`src/verilog/ptpiq_pkg.sv`:
```
`default_nettype none

package ptpiq_pkg;

	// ************************************************************
	// Register map and field layout
	// ************************************************************
	localparam int unsigned REG_W       = 32;
	localparam int unsigned ADDR_W      = 8;
	localparam logic [7:0]  OFF_CFG_PTR = 8'h28;
	localparam logic [7:0]  OFF_PROBE   = 8'h2c;
	localparam logic [7:0]  OFF_TXQ_BAS = 8'h30;
	localparam logic [7:0]  OFF_TXQ_SIZ = 8'h34;
	localparam logic [7:0]  OFF_RXQ_BAS = 8'h38;
	localparam logic [7:0]  OFF_RXQ_SIZ = 8'h3c;

	// Base registers drop the two byte bits, size registers keep eight bits
	localparam logic [31:0] BASE_MASK   = 32'hffff_fffc;
	localparam logic [31:0] SIZE_MASK   = 32'h0000_00ff;
	localparam int unsigned SIZE_W      = 8;
	localparam logic [31:0] REG_RESET   = 32'h0000_0000;

	// ************************************************************
	// Channels, slow probing and queue geometry
	// ************************************************************
	localparam int unsigned CH_NUM      = 32;
	localparam int unsigned CH_W        = 5;
	localparam int unsigned SLOW_DIV    = 8;
	localparam int unsigned FRAME_W     = 3;
	localparam int unsigned GROUP_NUM   = CH_NUM / SLOW_DIV;
	localparam int unsigned QOFF_W      = 12;
	localparam logic [3:0]  QUNIT_LAST  = 4'hf;
	localparam logic [31:0] DWORD_BYTES = 32'h0000_0004;
	localparam logic [QOFF_W-1:0] QOFF_ZERO = 12'h000;
	localparam logic [QOFF_W-1:0] QOFF_ONE  = 12'h001;

	// One status entry on its way to an event queue
	typedef struct packed {
		logic        is_tx;
		logic        irq_en;
		logic [31:0] data;
	} ptpiq_entry_t;

	localparam int unsigned ENTRY_W = $bits(ptpiq_entry_t);

endpackage : ptpiq_pkg

`default_nettype wire

```
`src/verilog/ptpiq_fifo2.sv`:
```
`default_nettype none

module ptpiq_fifo2 (
	input  wire logic                 clk_sys,   // System clock
	input  wire logic                 nrst,      // Async reset, active low
	input  wire logic                 in_valid,  // Entry offered
	output logic                      in_ready,  // Room for an entry
	input  wire ptpiq_pkg::ptpiq_entry_t in_data, // Entry in
	output logic                      out_valid, // Entry available
	input  wire logic                 out_ready, // Drain accepts
	output ptpiq_pkg::ptpiq_entry_t   out_data   // Oldest entry
);

	// ************************************************************
	// Two slots, pointers and fill count
	// ************************************************************
	ptpiq_pkg::ptpiq_entry_t slot_r [2];
	logic       wr_ptr_r;
	logic       rd_ptr_r;
	logic [1:0] cnt_r;
	logic [1:0] cnt_nxt;
	wire        push = in_valid & in_ready;
	wire        pop  = out_valid & out_ready;

	// Full and empty straight from the count, so back-pressure is exact
	assign in_ready  = (cnt_r != 2'd2);
	assign out_valid = (cnt_r != 2'd0);
	assign out_data  = slot_r[rd_ptr_r];
	assign cnt_nxt   = cnt_r + {1'b0, push} - {1'b0, pop};

	// Storage has no reset; the count guards it
	always_ff @(posedge clk_sys)
	begin
		if (push)
			slot_r[wr_ptr_r] <= in_data;
	end

	// Pointer and count update
	always_ff @(posedge clk_sys or negedge nrst)
	begin
		if (!nrst)
		begin
			wr_ptr_r <= 1'b0;
			rd_ptr_r <= 1'b0;
			cnt_r    <= 2'd0;
		end
		else
		begin
			wr_ptr_r <= wr_ptr_r ^ push;
			rd_ptr_r <= rd_ptr_r ^ pop;
			cnt_r    <= cnt_nxt;
		end
	end

endmodule : ptpiq_fifo2

`default_nettype wire

```
`src/verilog/ptpiq_qptr.sv`:
```
`default_nettype none

module ptpiq_qptr (
	input  wire logic        clk_sys, // System clock
	input  wire logic        nrst,    // Async reset, active low
	input  wire logic [31:0] base,    // Queue start address
	input  wire logic [7:0]  size_n,  // Queue size code
	input  wire logic        reload,  // Restart at base
	input  wire logic        advance, // One entry written
	output logic      [31:0] addr     // Next entry address
);

	// ************************************************************
	// Write pointer of one circular event queue
	// ************************************************************
	logic [11:0] off_r;
	logic [11:0] off_nxt;
	logic [31:0] addr_r;
	logic [31:0] addr_nxt;
	wire  [11:0] last_off = {size_n, ptpiq_pkg::QUNIT_LAST};
	wire         at_end   = (off_r == last_off);

	// Reload beats advance; the end wraps to base and overwrites old entries
	assign off_nxt  = reload ? ptpiq_pkg::QOFF_ZERO :
	                  !advance ? off_r :
	                  at_end ? ptpiq_pkg::QOFF_ZERO : off_r + ptpiq_pkg::QOFF_ONE;
	assign addr_nxt = reload ? base :
	                  !advance ? addr_r :
	                  at_end ? base : addr_r + ptpiq_pkg::DWORD_BYTES;
	assign addr     = addr_r;

	// Pointer registers
	always_ff @(posedge clk_sys or negedge nrst)
	begin
		if (!nrst)
		begin
			off_r  <= ptpiq_pkg::QOFF_ZERO;
			addr_r <= ptpiq_pkg::REG_RESET;
		end
		else
		begin
			off_r  <= off_nxt;
			addr_r <= addr_nxt;
		end
	end

endmodule : ptpiq_qptr

`default_nettype wire

```
`src/verilog/ptpiq_top.sv`:
```
// Overview of operation
// Config block pointer register holds word-aligned address of block base pointer.
// Probe mask holds one active-low probe bit per channel, thirty-two total.
// Plain mode with hold seen: bit one stops, bit zero gives one probe.
// Clearing a channel's probe bit triggers one single probe of that channel.
// Bit set plus slow select with hold seen: probe at frame rate over eight.
// Bit clear plus hold select: recheck hold every slot of that channel.
// Software should avoid per-slot hold probing; it costs extra bus bandwidth.
// Each event writes an entry, advances the queue pointer, interrupts unless masked.
// Queue pointer at end wraps to start address and overwrites older entries.
// Host software reads entries itself; device never waits for consumption.
// Host changing queue base or size issues action request with update flag.
// Transmit queue base register holds word-aligned transmit queue start address.
// Size code n gives (n+1)*16 words per queue, at most 4096 words.
// Receive queue base register holds word-aligned receive queue start address.
// Data status goes to separate like rx and tx queues; other status elsewhere.
// Slow mode probes channels n, n+8, n+16, n+24 in frame n.
// Base low two bits read zero, ignore writes; all six reset to zero.
// Queue write pointers reload from base on accepted update action request.
`default_nettype none

module ptpiq_top (
	input  wire logic        clk_sys,              // System clock, 125 MHz
	input  wire logic        nrst,                 // Async reset, active low
	// Register access port
	input  wire logic        reg_wr,               // Register write strobe
	input  wire logic        reg_rd,               // Register read strobe
	input  wire logic [7:0]  reg_addr,             // Register byte offset
	input  wire logic [31:0] reg_wdata,            // Write data
	output logic      [31:0] reg_rdata,            // Read data, registered
	output logic             reg_rvalid,           // Read data valid pulse
	// Mode selections from the core option register
	input  wire logic        slow_probe_select,    // Slow probing chosen
	input  wire logic        hold_probe_select,    // Per-slot hold probing chosen
	// Transmit DMA side
	input  wire logic        tx_sync,              // Transmit frame sync pulse
	input  wire logic        slot_valid,           // Time slot strobe
	input  wire logic [4:0]  slot_ch,              // Channel owning the slot
	input  wire logic        probe_done,           // Descriptor check finished
	input  wire logic [4:0]  probe_done_ch,        // Channel checked
	input  wire logic        probe_hold,           // Hold flag was found set
	output logic             probe_req_valid,      // Probe request to DMA
	input  wire logic        probe_req_ready,      // DMA takes the request
	output logic      [4:0]  probe_req_ch,         // Channel to probe
	output logic      [31:0] config_block_pointer, // Pointer to control block base
	// Status entries from the core
	input  wire logic        irq_area_update_flag, // Accepted update action request
	input  wire logic        evt_valid,            // Status entry offered
	output logic             evt_ready,            // Entry accepted
	input  wire ptpiq_pkg::ptpiq_entry_t evt_entry, // Entry contents
	// Host memory write side
	output logic             mem_wr_valid,         // Entry write request
	input  wire logic        mem_wr_ready,         // Host memory takes it
	output logic      [31:0] mem_wr_addr,          // Entry host address
	output logic      [31:0] mem_wr_data,          // Entry word
	output logic             host_irq_pulse        // Host interrupt request pulse
);

	// ************************************************************
	// Register decode
	// ************************************************************
	logic [31:0] cfg_ptr_r;
	logic [31:0] probe_mask_r;
	logic [31:0] txq_base_r;
	logic [31:0] txq_size_r;
	logic [31:0] rxq_base_r;
	logic [31:0] rxq_size_r;
	logic [31:0] rdata_r;
	logic [31:0] rdata_nxt;
	logic        rvalid_r;

	// One hit wire per register
	wire hit_cfg   = (reg_addr == ptpiq_pkg::OFF_CFG_PTR);
	wire hit_probe = (reg_addr == ptpiq_pkg::OFF_PROBE);
	wire hit_txb   = (reg_addr == ptpiq_pkg::OFF_TXQ_BAS);
	wire hit_txs   = (reg_addr == ptpiq_pkg::OFF_TXQ_SIZ);
	wire hit_rxb   = (reg_addr == ptpiq_pkg::OFF_RXQ_BAS);
	wire hit_rxs   = (reg_addr == ptpiq_pkg::OFF_RXQ_SIZ);

	// Writes masked at the field: base low bits and upper size bits stay zero
	wire [31:0] base_wdata = reg_wdata & ptpiq_pkg::BASE_MASK;
	wire [31:0] size_wdata = reg_wdata & ptpiq_pkg::SIZE_MASK;

	wire [31:0] cfg_ptr_nxt    = (reg_wr & hit_cfg) ? base_wdata : cfg_ptr_r;
	wire [31:0] probe_mask_nxt = (reg_wr & hit_probe) ? reg_wdata : probe_mask_r;
	wire [31:0] txq_base_nxt   = (reg_wr & hit_txb) ? base_wdata : txq_base_r;
	wire [31:0] txq_size_nxt   = (reg_wr & hit_txs) ? size_wdata : txq_size_r;
	wire [31:0] rxq_base_nxt   = (reg_wr & hit_rxb) ? base_wdata : rxq_base_r;
	wire [31:0] rxq_size_nxt   = (reg_wr & hit_rxs) ? size_wdata : rxq_size_r;

	// Read mux; an unmapped offset reads as zero
	assign rdata_nxt = hit_cfg   ? cfg_ptr_r :
	                   hit_probe ? probe_mask_r :
	                   hit_txb   ? txq_base_r :
	                   hit_txs   ? txq_size_r :
	                   hit_rxb   ? rxq_base_r :
	                   hit_rxs   ? rxq_size_r : ptpiq_pkg::REG_RESET;

	// Register file, all cleared by reset
	always_ff @(posedge clk_sys or negedge nrst)
	begin
		if (!nrst)
		begin
			cfg_ptr_r    <= ptpiq_pkg::REG_RESET;
			probe_mask_r <= ptpiq_pkg::REG_RESET;
			txq_base_r   <= ptpiq_pkg::REG_RESET;
			txq_size_r   <= ptpiq_pkg::REG_RESET;
			rxq_base_r   <= ptpiq_pkg::REG_RESET;
			rxq_size_r   <= ptpiq_pkg::REG_RESET;
		end
		else
		begin
			cfg_ptr_r    <= cfg_ptr_nxt;
			probe_mask_r <= probe_mask_nxt;
			txq_base_r   <= txq_base_nxt;
			txq_size_r   <= txq_size_nxt;
			rxq_base_r   <= rxq_base_nxt;
			rxq_size_r   <= rxq_size_nxt;
		end
	end

	// Read data held until the next read
	always_ff @(posedge clk_sys or negedge nrst)
	begin
		if (!nrst)
		begin
			rdata_r  <= ptpiq_pkg::REG_RESET;
			rvalid_r <= 1'b0;
		end
		else
		begin
			rdata_r  <= reg_rd ? rdata_nxt : rdata_r;
			rvalid_r <= reg_rd;
		end
	end

	assign reg_rdata            = rdata_r;
	assign reg_rvalid           = rvalid_r;
	assign config_block_pointer = cfg_ptr_r;

	// ************************************************************
	// Per-channel idle tracking
	// ************************************************************
	logic [31:0] idle_r;
	logic [31:0] idle_nxt;
	logic [31:0] spent_r;
	logic [31:0] spent_nxt;
	logic [31:0] pend_r;
	logic [31:0] pend_nxt;
	logic [2:0]  frame_r;

	wire [31:0] done_oh    = 32'h0000_0001 << probe_done_ch;
	wire [31:0] slot_oh    = 32'h0000_0001 << slot_ch;
	wire        hold_seen  = probe_done & probe_hold;
	wire        resumed    = probe_done & !probe_hold;
	wire        done_bit   = probe_mask_r[probe_done_ch];
	wire        slot_bit   = probe_mask_r[slot_ch];

	// A channel is idle from a hold sighting until a check finds it free
	assign idle_nxt = (idle_r & ~({32{resumed}} & done_oh)) | ({32{hold_seen}} & done_oh);

	// ************************************************************
	// Probe scheduling
	// ************************************************************
	// Bits that software drives from one to zero by a write
	wire [31:0] cleared_bits = {32{reg_wr & hit_probe}} & probe_mask_r & ~reg_wdata;

	// Without hold probing, a zero bit grants one probe per idle spell
	wire set_single = hold_seen & !done_bit & !hold_probe_select & !spent_r[probe_done_ch];

	// A one bit without slow select leaves the channel alone, so no term here
	wire [31:0] single_set = {32{set_single}} & done_oh;

	// Slow probing: one group of four interleaved channels per frame
	wire [7:0]  frame_oh   = 8'h01 << frame_r;
	wire [31:0] slow_group = {ptpiq_pkg::GROUP_NUM{frame_oh}};
	wire [31:0] slow_set   = {32{tx_sync & slow_probe_select}} & slow_group
	                         & idle_r & probe_mask_r;

	// Hold probing rechecks in each slot the channel owns; heavy on the bus
	wire [31:0] hold_set   = {32{slot_valid & hold_probe_select & !slot_bit}}
	                         & slot_oh & idle_r;

	wire [31:0] pend_set   = single_set | cleared_bits | slow_set | hold_set;

	// The once-only mark stays until the channel is seen running again
	assign spent_nxt = (spent_r & ~({32{resumed}} & done_oh)) | single_set | cleared_bits;

	// Lowest pending channel wins; fixed priority is fine at these rates
	function automatic logic [4:0] lowest_ch(input logic [31:0] vec);
		logic [4:0] idx;
		idx = 5'd0;
		for (int i = ptpiq_pkg::CH_NUM - 1; i >= 0; i--)
		begin
			if (vec[i])
				idx = i[4:0];
		end
		return idx;
	endfunction : lowest_ch

	logic        preq_valid_r;
	logic [4:0]  preq_ch_r;
	wire         preq_free  = !preq_valid_r | probe_req_ready;
	wire         pend_any   = |pend_r;
	wire         grant      = preq_free & pend_any;
	wire  [4:0]  grant_ch   = lowest_ch(pend_r);
	wire  [31:0] grant_oh   = {32{grant}} & (32'h0000_0001 << grant_ch);

	// A new request in the clearing cycle is kept: set wins over clear
	assign pend_nxt = (pend_r & ~grant_oh) | pend_set;

	// Frame divider for the slow probing rate
	always_ff @(posedge clk_sys or negedge nrst)
	begin
		if (!nrst)
			frame_r <= 3'd0;
		else if (tx_sync)
			frame_r <= frame_r + 3'd1;
	end

	// Channel state registers
	always_ff @(posedge clk_sys or negedge nrst)
	begin
		if (!nrst)
		begin
			idle_r  <= 32'h0000_0000;
			spent_r <= 32'h0000_0000;
			pend_r  <= 32'h0000_0000;
		end
		else
		begin
			idle_r  <= idle_nxt;
			spent_r <= spent_nxt;
			pend_r  <= pend_nxt;
		end
	end

	// Probe request output, held until the DMA takes it
	always_ff @(posedge clk_sys or negedge nrst)
	begin
		if (!nrst)
		begin
			preq_valid_r <= 1'b0;
			preq_ch_r    <= 5'd0;
		end
		else if (preq_free)
		begin
			preq_valid_r <= pend_any;
			preq_ch_r    <= pend_any ? grant_ch : preq_ch_r;
		end
	end

	assign probe_req_valid = preq_valid_r;
	assign probe_req_ch    = preq_ch_r;

	// ************************************************************
	// Event queues in host memory
	// ************************************************************
	ptpiq_pkg::ptpiq_entry_t head;
	logic        head_valid;
	logic [31:0] txq_addr;
	logic [31:0] rxq_addr;
	logic        irq_r;

	// The buffer lets the memory side stall without dropping an entry
	ptpiq_fifo2 u_fifo (
		.clk_sys   (clk_sys),
		.nrst      (nrst),
		.in_valid  (evt_valid),
		.in_ready  (evt_ready),
		.in_data   (evt_entry),
		.out_valid (head_valid),
		.out_ready (mem_wr_ready),
		.out_data  (head)
	);

	// Never waits on the host to consume; only memory acceptance gates it
	wire entry_done = head_valid & mem_wr_ready;
	wire tx_adv     = entry_done & head.is_tx;
	wire rx_adv     = entry_done & !head.is_tx;

	// Transmit queue pointer
	ptpiq_qptr u_txq (
		.clk_sys (clk_sys),
		.nrst    (nrst),
		.base    (txq_base_r),
		.size_n  (txq_size_r[7:0]),
		.reload  (irq_area_update_flag),
		.advance (tx_adv),
		.addr    (txq_addr)
	);

	// Receive queue pointer
	ptpiq_qptr u_rxq (
		.clk_sys (clk_sys),
		.nrst    (nrst),
		.base    (rxq_base_r),
		.size_n  (rxq_size_r[7:0]),
		.reload  (irq_area_update_flag),
		.advance (rx_adv),
		.addr    (rxq_addr)
	);

	// Address steered by direction; both sources are registers
	assign mem_wr_valid = head_valid;
	assign mem_wr_addr  = head.is_tx ? txq_addr : rxq_addr;
	assign mem_wr_data  = head.data;

	// Interrupt raised after the entry lands, unless the event is masked
	always_ff @(posedge clk_sys or negedge nrst)
	begin
		if (!nrst)
			irq_r <= 1'b0;
		else
			irq_r <= entry_done & head.irq_en;
	end

	assign host_irq_pulse = irq_r;

endmodule : ptpiq_top

`default_nettype wire
```
`config.mk`:
```
export PLATFORM = sky130hd
export DESIGN_NAME = ptpiq_top
export DESIGN_NICKNAME = d
export VERILOG_FILES = /design/src/verilog/ptpiq_pkg.sv /design/src/verilog/ptpiq_fifo2.sv /design/src/verilog/ptpiq_qptr.sv /design/src/verilog/ptpiq_top.sv
export SDC_FILE = /design/constraint.sdc
export NUM_CORES = 1
export LEC_CHECK = 0
export BUFFER_PORTS_ARGS = -buffer_cell sky130_fd_sc_hd__buf_2
export CAP_MARGIN = 20
export CORE_AREA = 3 3 190 192
export CTS_CLUSTER_DIAMETER = 200
export DETAILED_ROUTE_END_ITERATION = 10
export DIE_AREA = 0 0 193 195
export PLACE_DENSITY = 0.88
export SETUP_SLACK_MARGIN = 0.15
export SLEW_MARGIN = 20
export SYNTH_ARGS = -nofsm -noshare
export SYNTH_HDL_FRONTEND = slang
export SYNTH_HIERARCHICAL = 1
export SYNTH_SLANG_ARGS = --single-unit
```
`constraint.sdc`:
```
create_clock -name clk_sys -period 7.78 [get_ports clk_sys]
set_input_delay 0 -clock clk_sys [delete_from_list [all_inputs] [get_ports clk_sys]]
set_output_delay 0 -clock clk_sys [all_outputs]
set_load 0.01 [all_outputs]
```
Yosys cells after proc, flatten, opt, wreduce, memory -nomap -nowiden
Memories as Yosys holds them, arrays and structs flattened. Index checks and enable logic that the tools add are counted.

Memories: 1. Bits in writable memories: 68. Bits in read-only memories: 0. Register bits after elaboration: 369. Latch bits: 0. Word-level logic and storage cells: 163. Bits of input ports: 98. Output and inout port bits: 138.

Divide/modulo/power cells: 0. Add/sub/neg operators: 7. Shift operators: 4. Eq/ne operators: 9. Reduce and logical (&&, ||, !) cells: 12. Bitwise operators: 47. Muxes and demuxes: 59. $lt $le $gt $ge: 2. Multipliers: 0.

Memory list: u_fifo.slot_r (words 2, width 34, read ports 1, clocked after Yosys merged registers in 0, wr ports 1, RTL line ptpiq_fifo2.sv:17) `ptpiq_pkg::ptpiq_entry_t slot_r [2];`.

Operators by type and width (count): 32-bit bitwise AND (14); 32-bit two-way mux (12); 32-bit OR (7); 5-bit two-way mux (32); 32-bit inverter (3); 1-bit by 5-bit << shifter with 32-bit output (first input constant) (3); 12-bit two-way mux (6); 32-bit by 3-bit adder with 32-bit output (second input constant) (2); 8-bit by 6-bit equality test with 1-bit output (second input constant) (6); 32-bit OR reduction (1); 12-bit by 1-bit adder with 12-bit output (second input constant) (2); 12-bit equality test (2); 1-bit bitwise AND (20); 1-bit binary-select mux with 5-bit select (3); 5-bit by 6-bit < comparator with 1-bit output (second input constant) (2); 8-bit two-way mux (1); 1-bit by 3-bit << shifter with 8-bit output (first input constant) (1); 1-bit zero test (7); 2-bit nonzero test (3); 1-bit two-way mux (5); 3-bit by 1-bit adder with 3-bit output (second input constant) (1); 2-bit by 1-bit adder with 2-bit output (1); 2-bit inequality test (second input constant) (1); 2-bit AND reduction (1); 3 further kinds (4).

Depth between registers and ports, before layout
Word-level depth: 37. Depth in mapped cells: 12. Mapped depth without buffers: 9.

Cells and area by module
Netlist, hierarchy kept.

Modules (own cells, without submodules): ptpiq_top (seq. area each 6931.6 um^2, instances 1, area an instance 13789.5 um^2, cells each 1289); ptpiq_qptr (seq. area each 1101.1 um^2, instances 2, area an instance 2717.6 um^2, cells each 315); ptpiq_fifo2 (seq. area each 2142.1 um^2, instances 1, area an instance 2692.6 um^2, cells each 129).

Least setup slack after synthesis
Ideal clock, no wire load.

Path kind: register -> register. Start: reg u_fifo.rd_ptr_r. End: reg u_txq.off_r[11]. Arrival time: 2.516 ns. Data required time: 7.662 ns. Path slack: 5.146 ns. Path buffers: 4. Cell stages (with the launch flop): 13. Library setup time: 0.118 ns. Clock period less this slack: 2.634 ns. Path through: dfrtp_1 > buf_2 > mux2_2 > clkbuf_1 > clkbuf_1 > and3_1 > or2_2 > buf_2 > nand4_1 > nor3_1 > nand3_1 > xor2_1 > nor2_1.

RTL lines: start, declared (RTL line ptpiq_fifo2.sv:19) `logic rd_ptr_r;`; start signal, assigned (RTL line ptpiq_fifo2.sv:50) `rd_ptr_r <= rd_ptr_r ^ pop;`; end signal, assigned (RTL line ptpiq_qptr.sv:37) `off_r <= ptpiq_pkg::QOFF_ZERO;`; end signal, assigned (RTL line ptpiq_qptr.sv:42) `off_r <= off_nxt;`; end, declared (RTL line ptpiq_qptr.sv:16) `logic [11:0] off_r;`.

==> results.py <==
metrics = {
    "global_routing": {
        "antenna_found_initial": 4,
        "grt_pass1_wl_mm": 109,
        "gr-total-overflow": 0,
        "first_global_vias": 18500,
        "grt_max_degree": 160,
        "grt_usage": 0.378,
    },
    "drt": {
        "routed_wl_mm": 72.7,
        "drtIter0Drc": 2574,
        "route.detailed.drc": 0,
        "route.vias.total": 19300,
        "vias_per_cell": 6.83,
        "post_drt_wl_per_cell_um": 25.8,
        "drtAntennaViolNets": 0,
        "drtPass1Iterations": 9,
    },
    "sta": {
        "drv_slew": 0,
        "rsz0062_at_grt": "false",
        "setup_violations": 0,
        "hold_violations": 2,
        "min_period_ns": 3.97,
        "fmax_mhz": 252,
        "hold_ws_ns": -0.00150,
        "postLayoutSetupSlackWorst_ns": 3.81,
        "slew_headroom": 0.284,
        "period_share": 0.510,
        "tns_ns": 0,
        "fin_skew_ns": 0.0164,
        "worstMarginPinSlew_ns": 1.07,
    },
    "power_and_ir_drop": {
        "switching_share": 0.306,
        "pwr-share-seq": 0.443,
        "intPower_mw": 4.55,
        "ir_drop_v": 0.000225,
        "power_leakage_nw": 11.4,
        "clkPwrFrac": 0.343,
        "p_switching_mw": 2.00,
        "p_comb_frac": 0.214,
        "p_per_area_nw_per_um2": 255,
    },
    "clock_tree": {
        "cts.sinks": 437,
        "clock_latency_ns": 0.55,
        "root_buffer": "clkbuf_16",
        "clk_path_buf_depth": 3,
        "postCtsSetupBuffers": 0,
        "clkSlewWorstSetupHoldPaths_ns": 0.06,
        "cts_tree": "built",
        "htreeDepth": 2,
        "cts_buffers": 45,
        "cts_hold_buffers": 76,
        "cts_resized": 0,
    },
    "die": {
        "io_pins": 236,
        "coreArea_um2": 34500,
        "die_h_um": 195,
        "dieArea_um2": 37600,
        "die_w_um": 193,
        "fp-row-count": 68,
        "initial_core_util": 0.634,
    },
    "final_layout": {
        "nFillCells": 2320,
        "utilization": 0.744,
        "final_common_cell": "dfrtp_1",
        "final_layout_size_suffix_gt1_frac": 0.257,
        "final_cells": 2823,
        "nNetsFinal": 2440,
        "final_cell_mix": "dfrtp_1 (369), nand2_1 (246), buf_2 (232), mux2_2 (218), nor2_1 (179)",
        "fin_area_um2": 25700,
        "syn_to_final_growth_pct": 17.3,
    },
    "critical_path": {
        "startpoint_type": "register",
        "worst-path-buf-inv": 1,
        "end_kind": "register",
        "worstPathMaxFanout": 35,
        "crit_arrival_ns": 4.40,
        "crit_required_ns": 8.20,
        "path_class": "register to register",
        "cpPeakStageDelay_ns": 0.81,
        "cp_slowest_cell": "mux2_2",
        "worstPathCellList": "buf_4 -> mux2_2 -> and3_1 -> or2_2 -> nand4_1 -> nor3_1 -> nand3_1 -> xor2_1 -> nor2_1",
        "worstSetupPathDepth": 9,
        "cpLargestDelayFamily": "simple AND/OR/NAND/NOR gates",
        "r2r_cells": 9,
    },
    "run": {
        "maxCapViolCount": 0,
    },
    "synthesis": {
        "netlist_instances": 2048,
        "ys_warn_count": 6,
        "synth_top_cell_area_share": 0.421,
        "synth_edf_count": 68,
        "synthesis.area_um2": 21900,
        "async_flop_share": 0.844,
        "ys_types": 89,
        "yosys.area.top_type": "dfrtp_1",
        "synth-seq-area-share": 0.514,
        "ys_ff_latch": 437,
        "synthFlopType": "dfrtp_1",
        "synth_area_leaders": "dfrtp_1 (42%), mux2_2 (11%), edfxtp_1 (9.3%)",
        "synth.avg_cell_area_um2": 10.7,
    },
    "worst_hold_path": {
        "hp-class": "primary input to async pin",
    },
    "placement": {
        "numPortBuffers": 233,
        "hpwl_mm": 50.7,
        "placed_area_um2": 23400,
        "dpl.cell_count": 2661,
        "dp_slack_ns": 3.84,
        "gp_routability_congestion": 0.998,
    },
    "outcome": {
        "outcome": "complete, but fails checks",
        "violations": "negative hold slack",
    },
}
[power groups by stage]
stage / clock network, mW / registers (mW) / logic, mW
2_1_floorplan: 0 / 2.84 / 0.890
5_1_grt: 2.35 / 2.93 / 1.51
6_report: 2.25 / 2.91 / 1.40
4_1_cts: 2.25 / 2.89 / 1.37
3_5_place_dp: 0 / 2.93 / 1.33
3_3_place_gp: 0 / 2.91 / 1.29
[layout make-up]
cell class	instances	area (µm²)	share of cell area
antenna	4	10.0	0.000389
inverter	41	154	0.00599
clock buffer	70	1300	0.0506
sequential	437	11300	0.439
tap	455	569	0.0221
clock inverter	11	213	0.00827
multi-input combinational	1473	10000	0.391
timing repair buffer	332	2140	0.0833
[Yosys cell counts (9+ instances only)]
cell / n
nor2_1: 180
nand3b_1: 13
nor4_2: 9
a221oi_1: 12
nand3_1: 43
o21ai_0: 81
a41oi_1: 10
nor3_1: 34
dfrtp_1: 369
nor3b_1: 10
a222oi_1: 26
o22a_1: 12
buf_2: 17
ha_1: 12
o22ai_1: 18
o21ai_1: 13
a22o_1: 10
nand4_1: 29
a21oi_1: 95
mux2_1: 12
mux2_2: 218
nand2_1: 246
inv_1: 41
a211oi_1: 16
xor2_1: 27
and3_1: 27
nand2b_1: 33
o211ai_1: 10
nor4_1: 17
buf_6: 12
clkbuf_1: 65
a31oi_1: 33
or2_2: 9
o31ai_1: 27
xnor2_1: 12
edfxtp_1: 68
nor2b_1: 20
[metal layers]
| layer | GRT usage | vias up | share of wire |
|---|---|---|---|
| met5 | 0 | - | 0 |
| met4 | 0.186 | 0 | 0.059 |
| met3 | 0.0831 | 273 | 0.12 |
| met2 | 0.579 | 1415 | 0.45 |
| met1 | 0.514 | 9435 | 0.37 |
| li1 | - | 8163 | - |
[worst register-to-register path, cell delays in order (launching register included)]
cell and delay (ns):
dfrtp_1 0.33, buf_4 0.40, mux2_2 0.81, and3_1 0.79
or2_2 0.56, nand4_1 0.28, nor3_1 0.34, nand3_1 0.14
xor2_1 0.15, nor2_1 0.05
[logic make-up after synthesis]
logic type      synth area share
compound gates             0.145
xor+xnor                  0.0156
fa+ha+maj                0.00685
buf+inv                   0.0304
flops                      0.514
mux                        0.123
other cells             0.000171
simple gates               0.165
[registers in the layout, indices dropped and copies added, names as in the netlist, 32 cells and up]
signal and cells:
reg_rdata 32, probe_mask_r 32, u_rxq/addr 32, idle_r 32, u_txq/addr 32, spent_r 32, u_fifo/slot_r 68, pend_r 32
[stage by stage]
| step | hold slack (ns) | total power [mW] |
|---|---|---|
| floorplan | -0.296 | 3.73 |
| global placement | -0.00927 | 4.19 |
| detailed placement | -0.00356 | 4.26 |
| CTS | 0.00586 | 6.51 |
| global route | 0.0548 | 6.79 |
| finish | -0.00150 | 6.56 |
[final timing paths]
check / start / to / slack, ns
setup reg to reg: u_fifo/rd_ptr_r$_DFF_PN0_ / u_txq/off_r[11]$_DFFE_PN0P_ / 3.81
min in group clk_sys: reg_addr[2] / config_block_pointer[3]$_DFFE_PN0P_ / 0.03
max in group asynchronous: nrst / spent_r[23]$_DFF_PN0_ / 5.57
hold / removal: nrst / pend_r[27]$_DFF_PN0_ / -0.001
setup / recovery: u_fifo/rd_ptr_r$_DFF_PN0_ / u_txq/off_r[11]$_DFFE_PN0P_ / 3.81
hold reg to reg: u_rxq/addr[0]$_DFFE_PN0P_ / u_rxq/addr[0]$_DFFE_PN0P_ / 0.47
No activity file was read; power rests on OpenSTA's default activity.
